===== src/core/ibl_pkg.sv =====
package ibl_pkg;

  // ************************************************************
  // bus and map
  // ************************************************************
  localparam int IBL_AW = 20;
  localparam int IBL_DW = 32;

  // register indices; the byte address is four times the index
  localparam logic [IBL_AW-1:0] IBL_PROGRESS_IDX  = 20'h01D3E;
  localparam logic [IBL_AW-1:0] IBL_CONFIG_IDX    = 20'h1D3BC;
  localparam logic [IBL_AW-1:0] IBL_PROGRESS_ADDR = {IBL_PROGRESS_IDX[IBL_AW-3:0], 2'b00};
  localparam logic [IBL_AW-1:0] IBL_CONFIG_ADDR   = {IBL_CONFIG_IDX[IBL_AW-3:0], 2'b00};

  // ************************************************************
  // field layout (bit numbers count from the word's lsb, bit 0)
  // ************************************************************
  localparam int IBL_CNT_LSB       = 16;
  localparam int IBL_WADDR_LSB     = 0;
  localparam int IBL_BOOTING_BIT   = 31;
  localparam int IBL_BOOT_OFF_BIT  = 30;
  localparam int IBL_ADDR_SIZE_BIT = 29;
  localparam int IBL_PAGE_EN_BIT   = 28;
  localparam int IBL_DEV_LSB       = 0;
  localparam logic [IBL_DW-1:0] IBL_CFG_RSVD_MASK = 32'h0FFFFF80;
  localparam logic [IBL_DW-1:0] IBL_ZERO_WORD     = 32'h00000000;

  // ************************************************************
  // reset values and steps
  // ************************************************************
  localparam logic [15:0] IBL_CNT_RST    = 16'h0000;
  localparam logic [15:0] IBL_WADDR_RST  = 16'h0000;
  localparam logic [6:0]  IBL_DEV_RST    = 7'h00;
  localparam logic [15:0] IBL_CHAIN_MASK = 16'hFFF8;
  localparam logic [15:0] IBL_STEP16     = 16'h0001;
  localparam logic [6:0]  IBL_STEP7      = 7'h01;

  typedef enum logic [0:0] {
    IBL_IDLE   = 1'b0,
    IBL_ACTIVE = 1'b1
  } ibl_phase_t;

  // strobes and data from the loader core
  typedef struct packed {
    logic        boot_start;
    logic        boot_done;
    logic        count_load;
    logic [15:0] count_data;
    logic        pair_done;
    logic        word_step;
    logic        chain;
    logic [15:0] chain_addr;
    logic        ctrl_size;
    logic        ctrl_page_en;
    logic [6:0]  ctrl_dev_addr;
    logic        page_step;
  } ibl_strobe_t;

  // tracked state shown to software
  typedef struct packed {
    logic [15:0] remaining_pairs_count;
    logic [15:0] word_addr;
    logic        booting;
    logic        boot_disable;
    logic        eeprom_address_size;
    logic        page_step_enable;
    logic [6:0]  dev_addr;
  } ibl_view_t;

endpackage


===== src/core/ibl_apb_slave.sv =====
`timescale 1ns/100ps
module ibl_apb_slave
  import ibl_pkg::*;
(
  input  wire logic              clk,
  input  wire logic              nrst,
  input  wire logic              psel,
  input  wire logic              penable,
  input  wire logic              pwrite,
  input  wire logic [IBL_AW-1:0] paddr,
  input  wire ibl_view_t         view,
  output logic [IBL_DW-1:0]      prdata,
  output logic                   pready,
  output logic                   pslverr
);

  // ************************************************************
  // decode
  // ************************************************************
  logic [IBL_DW-1:0] rd_word;
  logic              hit;
  logic [IBL_DW-1:0] prdata_d;
  logic [IBL_DW-1:0] prdata_q;
  logic              hit_d;
  logic              hit_q;

  always_comb begin
    rd_word = IBL_ZERO_WORD;
    hit     = 1'b1;
    case (paddr)
      IBL_PROGRESS_ADDR: begin
        rd_word[IBL_CNT_LSB +: 16]   = view.remaining_pairs_count;
        rd_word[IBL_WADDR_LSB +: 16] = view.word_addr;
      end
      IBL_CONFIG_ADDR: begin
        rd_word[IBL_BOOTING_BIT]   = view.booting;
        rd_word[IBL_BOOT_OFF_BIT]  = view.boot_disable;
        rd_word[IBL_ADDR_SIZE_BIT] = view.eeprom_address_size;
        rd_word[IBL_PAGE_EN_BIT]   = view.page_step_enable;
        rd_word[IBL_DEV_LSB +: 7]  = view.dev_addr;
      end
      default: begin
        hit = 1'b0;
      end
    endcase
  end

  // ************************************************************
  // read data captured in the setup cycle, writes have no effect
  // ************************************************************
  always_comb begin
    prdata_d = prdata_q;
    hit_d    = hit_q;
    if (psel && !penable) begin
      prdata_d = pwrite ? IBL_ZERO_WORD : rd_word;
      hit_d    = hit;
    end
  end

  always_ff @(posedge clk or negedge nrst) begin
    if (!nrst) begin
      prdata_q <= IBL_ZERO_WORD;
      hit_q    <= 1'b0;
    end else begin
      prdata_q <= prdata_d;
      hit_q    <= hit_d;
    end
  end

  assign prdata  = prdata_q;
  assign pready  = 1'b1;
  assign pslverr = psel & penable & ~hit_q;

endmodule


===== src/core/ibl_progress_status.sv =====
`timescale 1ns/100ps
module ibl_progress_status
  import ibl_pkg::*;
(
  input  wire logic              clk,
  input  wire logic              nrst,
  input  wire ibl_strobe_t       ldr,
  input  wire logic              boot_disable,
  input  wire logic              psel,
  input  wire logic              penable,
  input  wire logic              pwrite,
  input  wire logic [IBL_AW-1:0] paddr,
  input  wire logic [IBL_DW-1:0] pwdata,
  output logic [IBL_DW-1:0]      prdata,
  output logic                   pready,
  output logic                   pslverr
);

  // ************************************************************
  // tracked state
  // ************************************************************
  ibl_phase_t  phase_q;
  ibl_phase_t  phase_d;
  logic [15:0] cnt_q;
  logic [15:0] cnt_d;
  logic [15:0] waddr_q;
  logic [15:0] waddr_d;
  logic        size_q;
  logic        size_d;
  logic        page_q;
  logic        page_d;
  logic [6:0]  dev_q;
  logic [6:0]  dev_d;
  ibl_view_t   view;
  logic        wdata_unused;

  // write data is accepted and dropped
  assign wdata_unused = ^pwdata;

  // ************************************************************
  // boot phase
  // ************************************************************
  always_comb begin
    phase_d = phase_q;
    case (phase_q)
      IBL_IDLE: begin
        if (ldr.boot_start) begin
          phase_d = IBL_ACTIVE;
        end
      end
      IBL_ACTIVE: begin
        if (ldr.boot_done && !ldr.boot_start) begin
          phase_d = IBL_IDLE;
        end
      end
      default: begin
        phase_d = IBL_IDLE;
      end
    endcase
  end

  // ************************************************************
  // counters and captured settings
  // ************************************************************
  always_comb begin
    cnt_d   = cnt_q;
    waddr_d = waddr_q;
    size_d  = size_q;
    page_d  = page_q;
    dev_d   = dev_q;
    // count: a fresh load beats a decrement in the same cycle
    if (ldr.count_load) begin
      cnt_d = ldr.count_data;
    end else if (ldr.pair_done && cnt_q != IBL_CNT_RST) begin
      cnt_d = cnt_q - IBL_STEP16;
    end
    // word address: a chain beats a step
    if (ldr.chain) begin
      waddr_d = ldr.chain_addr & IBL_CHAIN_MASK;
    end else if (ldr.boot_start) begin
      waddr_d = IBL_WADDR_RST;
    end else if (ldr.word_step) begin
      waddr_d = waddr_q + IBL_STEP16;
    end
    // settings latched from the boot control register
    if (ldr.boot_start || ldr.chain) begin
      size_d = ldr.ctrl_size;
      page_d = ldr.ctrl_page_en;
      dev_d  = ldr.ctrl_dev_addr;
    end else if (ldr.page_step && page_q) begin
      dev_d = dev_q + IBL_STEP7;
    end
  end

  always_ff @(posedge clk or negedge nrst) begin
    if (!nrst) begin
      phase_q <= IBL_IDLE;
      cnt_q   <= IBL_CNT_RST;
      waddr_q <= IBL_WADDR_RST;
      size_q  <= 1'b0;
      page_q  <= 1'b0;
      dev_q   <= IBL_DEV_RST;
    end else begin
      phase_q <= phase_d;
      cnt_q   <= cnt_d;
      waddr_q <= waddr_d;
      size_q  <= size_d;
      page_q  <= page_d;
      dev_q   <= dev_d;
    end
  end

  // ************************************************************
  // register view and bus slave
  // ************************************************************
  always_comb begin
    view.remaining_pairs_count = cnt_q;
    view.word_addr             = waddr_q;
    view.booting               = (phase_q == IBL_ACTIVE);
    view.boot_disable          = boot_disable;
    view.eeprom_address_size   = size_q;
    view.page_step_enable      = page_q;
    view.dev_addr              = dev_q;
  end

  ibl_apb_slave ibl_apb_slave_inst (
    .clk     (clk),
    .nrst    (nrst),
    .psel    (psel),
    .penable (penable),
    .pwrite  (pwrite),
    .paddr   (paddr),
    .view    (view),
    .prdata  (prdata),
    .pready  (pready),
    .pslverr (pslverr)
  );
endmodule


===== config.mk =====
export PLATFORM = sky130hd
export DESIGN_NAME = ibl_progress_status
export DESIGN_NICKNAME = d
export VERILOG_FILES = /design/src/core/ibl_pkg.sv /design/src/core/ibl_apb_slave.sv /design/src/core/ibl_progress_status.sv
export SDC_FILE = /design/constraint.sdc
export NUM_CORES = 1
export LEC_CHECK = 0
export ABC_AREA = 1
export BUFFER_PORTS_ARGS = -buffer_cell sky130_fd_sc_hd__buf_2
export CAP_MARGIN = 5
export CORE_ASPECT_RATIO = 1.75
export CORE_MARGIN = 2
export CORE_UTILIZATION = 30
export CTS_CLUSTER_SIZE = 30
export DETAILED_ROUTE_END_ITERATION = 7
export PLACE_DENSITY_LB_ADDON = 0.15
export RECOVER_POWER = 50
export SLEW_MARGIN = 0
export SYNTH_ARGS = -nofsm -noshare
export SYNTH_HDL_FRONTEND = slang
export SYNTH_HIERARCHICAL = 1
export SYNTH_SLANG_ARGS = --single-unit

===== constraint.sdc =====
create_clock -name clk -period 4.05 [get_ports clk]
set_clock_uncertainty 0.15 [all_clocks]
set_input_delay 0.6075 -clock clk [delete_from_list [all_inputs] [get_ports clk]]
set_output_delay 0.6075 -clock clk [all_outputs]
set_load 0.01 [all_outputs]

# Yosys cells after proc, flatten, opt, wreduce, memory -nomap -nowiden
# Index checks and enable logic that the tools add are counted.
# word_totals
wordCells	44
inputBits	106
out_inout_bits	34
ff_bits	75
# op_classes
n_reduce_logical	12
n_addsub	3
bitwise_logic	4
n_eq_ne	2
mux	15
# op_table
op	count
two-way mux 16 bit	5
two-way mux 32 bit	1
two-way mux 21 bit	1
equality test 20 x 15 -> 1 bit, second input constant	1
equality test 20 x 19 -> 1 bit, second input constant	1
adder 16 x 1 -> 16 bit, second input constant	1
nonzero test 16 bit	1
subtractor 16 x 1 -> 16 bit, second input constant	1
two-way mux 7 bit	2
one-hot mux 7 bit (2 select lines)	1
one-hot mux 4 bit (2 select lines)	1
adder 7 x 1 -> 7 bit, second input constant	1
logical AND 1 bit	4
nonzero test 2 bit	2
two-way mux 1 bit	3
nonzero test 3 bit	1
bitwise AND 1 bit	2
zero test 1 bit	2
inverter 1 bit	2
one-hot mux 1 bit (2 select lines)	1
OR reduction 2 bit	1
logical OR 1 bit	1

# Depth between registers and ports, before layout
# logic_depth
word_depth	4
mapped_depth	10
ltp_nobuf	10

# Modules after synthesis
# Netlist, hierarchy kept.
# modules_own_cells
module	instances	seq_area_each_um2	area_per_inst_um2	cells_per_inst
ibl_progress_status	1	1051.0	2792.7	410
ibl_apb_slave	1	825.8	1840.5	239

# Least setup slack after synthesis
# OpenSTA, ideal clock, no wires.
# synth_path
path_kind	flip-flop to flip-flop
start	reg cnt_q[0]
end	reg cnt_q[4]
stages_incl_launch_ff	11
path_buffers	1
slack_ns	2.336
t_arrival_ns	1.448
path_cell_list	dfrtp_1 -> inv_1 -> ha_1 -> nand3_2 -> nor2_2 -> nand2_2 -> nand2_4 -> nand2_4 -> buf_6 -> nand2_1 -> nand2_1
# synth_between
elab_chain_len	3
word_cells_on_any_way	6
classes_between	add/sub (1); mux (2); reduce/logical (3)
# synth_lines
item	line_no	text
from (decl)	ibl_progress_status.sv:24	logic [15:0] cnt_q;
from (signal assigned)	ibl_progress_status.sv:105	cnt_q <= cnt_d;
subtractor 16 x 1 -> 16 bit or nonzero test 16 bit (tied branches)	ibl_progress_status.sv:75, ibl_progress_status.sv:74	
two-way mux 16 bit or logical AND 1 bit (tied branches)	ibl_progress_status.sv:74	end else if (ldr.pair_done && cnt_q != IBL_CNT_RST) begin
two-way mux 16 bit or nonzero test 2 bit (tied branches)	n/a	
# Parallel ways exist; a longest one is shown, timed or not. The select of a mux whose other input is x is not followed.
# A chain may end at the register's enable or synchronous reset.

# Worst setup path after layout
# layout_path
start	in ldr[26] in the netlist's numbering
end	reg waddr_q[6]
# layout_between
elab_chain_len	1
word_cells_on_any_way	2
classes_between	mux (1); reduce/logical (1)
# layout_lines
item	line_no	text
from (decl)	ibl_progress_status.sv:7	input wire ibl_strobe_t ldr,
nonzero test 3 bit (no line) or two-way mux 16 bit (tied branches)	n/a	
to (signal assigned)	ibl_progress_status.sv:106	waddr_q <= waddr_d;
to (decl)	ibl_progress_status.sv:26	logic [15:0] waddr_q;
# Parallel ways exist; a longest one is shown, timed or not.

==> flow_summary.toml <==
[floorplanning]
pin_count = 140
core_um2 = 15200
dieHeight_um = 168
initial_utilization_pct = 30.4
die_x_um = 97.9
fp.dieArea_um2 = 16500
rows = 60

[sta]
grt_setup_unrepaired = "false"
worst_pin_slew_ps = 2010
finalCritPeriodShare_pct = 76.1
setup_tns_ps = 0
setup_violations = 0
max_slew_margin_pct = -34.1
finalHoldViolCount = 0
drv_slew = 76
period_needed_ps = 3080
timing.fmax_mhz = 325

[synth]
ys_seq_elements = 75
synth_top_cell_by_area = "dfrtp_1"
synth_cell_type_count = 33
synth_edf_count = 0
synth_top_cells_by_area = "dfrtp_1 41%, nand2_1 19%, nand3_1 6.5%, o21ai_2 4.9%, nor2_1 4.5%"
synth_warnings = 6
async_flop_share_pct = 100
syn_nets = 758
avgSynthCellArea_um2 = 7.14
yosysSeqAreaShare_pct = 40.5
synth_top_flop_cell = "dfrtp_1"
synth.top_cell.area_share_pct = 40.5
ys_top_cells_by_count = "235 x nand2_1, 75 x dfrtp_1, 60 x nand3_1"
synth_area_um2 = 4630
yosysMostFrequentCell = "nand2_1"
synthCells = 649

[placed_design]
portBuffers = 103
placed_area_um2 = 5230
place_congestion = 0.878
hpwl_um = 10000

[clocking]
cts_tree = "built"
post_cts_buffers = 0
hold_buffers = 0
htree_levels = 3
cts_buffers = 9
clock_latency_ps = 340
cts_root_buf = "clkbuf_16"
clkSlewWorstSetupHoldPaths_ps = 60
clk_path_buf_depth = 2
cts_num_sinks = 75
ctsResizeCount = 0

[drt]
drtIter0Drc = 234
drt_drc_violations_left = 0
wl_um = 13700
wire_per_inst_um = 14.7
viasPerCell = 4.78
first_pass_iters = 5
ant_nets = 0
vias = 4443

[power_and_ir_drop]
sequentialPowerShare_pct = 40.2
ir_drop_mv = 0.200
swShare_pct = 27.3
p_int_mw = 1.57
power_switching_mw = 0.590
power.density_nw_per_um2 = 387
total_leakage_power_nw = 2.85
pwr-share-comb_pct = 13.8
clockPowerShare_pct = 46.0

[setup_path]
worstPathArrival_ps = 3150
worstSetupPathType = "in -> reg"
worstPathRequired_ps = 4120
startpoint_type = "primary input"
end_kind = "flip-flop"
critPathMaxFanout = 26

[outcome]
violations = "capacitance limit, slew limit"
status = "complete, but fails checks"

[grt]
grt_start_max_net_pins = 76
track_usage_pct = 16.5
grt_pass1_vias = 4413
grt_pass1_wl_um = 21700
grt_overflow_total = 0
antenna_found_initial = 0

[layout]
stdcell_area_um2 = 5580
fillCellCount = 1660
areaGrowthSynthToFinish_pct = 20.4
fin_nets = 848
drive_gt1_share_pct = 22.7
num_antenna_cells = 0

[run]
cap_viol_max_count = 1

[min_path]
hold_path.class = "reg -> reg"
==> area by class of cell <==
cell class	instances	area, um2	share of cell area, %
Multi-Input combinational cell	492	2380	42.7
Sequential cell	75	1880	33.7
Timing Repair Buffer	104	507	9.09
Tap cell	186	233	4.17
Clock buffer	9	225	4.04
Inverter	57	214	3.84
Clock inverter	7	140	2.51
==> power by group through the flow <==
stage / clock, mW / sequential, mW / combinational (mW)
6_report: 0.992 / 0.866 / 0.298
3_5_place_dp: 0 / 0.878 / 0.302
5_1_grt: 1.05 / 0.873 / 0.342
3_3_place_gp: 0 / 0.877 / 0.296
4_1_cts: 1.01 / 0.865 / 0.304
2_1_floorplan: 0 / 0.854 / 0.208
==> state kept, by name (all words and copies together), names as in the netlist <==
name                       flops
ibl_apb_slave_inst/prdata     32
cnt_q                         16
waddr_q                       16
dev_q                          7
ibl_apb_slave_inst/hit_q       1
page_q                         1
phase_q                        1
size_q                         1
==> cell usage in the layout (no fill, tap or decap), drive strengths merged <==
cell type and instances:
clkinv 1, o31ai 1, o21ai 48, nand3b 1
nand2 240, nor3 4, nand3 63, clkinvlp 2
a31oi 3, o21bai 1, buf 92, conb 1
nor2 74, ha 3, xnor2 2, bufinv 4
a22oi 2, dfrtp 75, or2 2, nand4 19
nor3b 1, clkbuf 21, a21boi 1, inv 57
xor2 6, a21oi 20
==> through the flow <==
stage	util (%)	power [mW]	instances	worst slack [ps]	hold slack, ps
final	36.6	2.16	930	969	322
after global routing	36.6	2.26	930	725	331
after CTS	36.7	2.18	930	1630	318
after detailed placement	34.3	1.18	914	1250	310
after global placement	34.3	1.17	914	1350	313
after floorplan	-	1.06	649	2340	162
==> logic make-up after synthesis <==
| logic type | after synthesis | share of synthesized area [%] |
|---|---|---|
| AOI/OAI and AO/OA | 76 | 10.7 |
| xor gates and xnor gates | 8 | 1.51 |
| adders and majority gates | 3 | 0.810 |
| buffers and inverters | 82 | 8.10 |
| DFF | 75 | 40.5 |
| other | 1 | 0.0809 |
| and+or+nand+nor | 404 | 38.3 |
==> metal layers <==
metal | track usage [%] | share of wire (%)
met1 | 18.1 | 40
met2 | 31.0 | 54
met3 | 2.57 | 3.2
met4 | 6.94 | 2.4
met5 | 0 | 0
==> path summary, 6_finish.rpt <==
kind                       slack, ps                                     start                                        end  cells after the start
max in group asynchronous       1870                                      nrst                       dev_q[1]$_DFFE_PN0P_                      1
setup reg to reg                2030                      cnt_q[0]$_DFFE_PN0P_                      cnt_q[12]$_DFFE_PN0P_                     10
min in group asynchronous        660                                      nrst  ibl_apb_slave_inst/prdata[16]$_DFFE_PN0P_                      1
hold reg to reg                  320  ibl_apb_slave_inst/prdata[1]$_DFFE_PN0P_   ibl_apb_slave_inst/prdata[1]$_DFFE_PN0P_                      2
setup / recovery                 970                                   ldr[26]                     waddr_q[6]$_DFFE_PN0P_                      8
hold / removal                   320  ibl_apb_slave_inst/prdata[1]$_DFFE_PN0P_   ibl_apb_slave_inst/prdata[1]$_DFFE_PN0P_                      2
==> worst max-delay path, cell delays in order <==
cell,delay (ps)
clkbuf_1,280
nor2_4,150
clkbuf_1,920
inv_2,430
nor2_4,400
inv_2,170
nor2_1,120
a21oi_1,50
(Power assumes the default switching activity.)
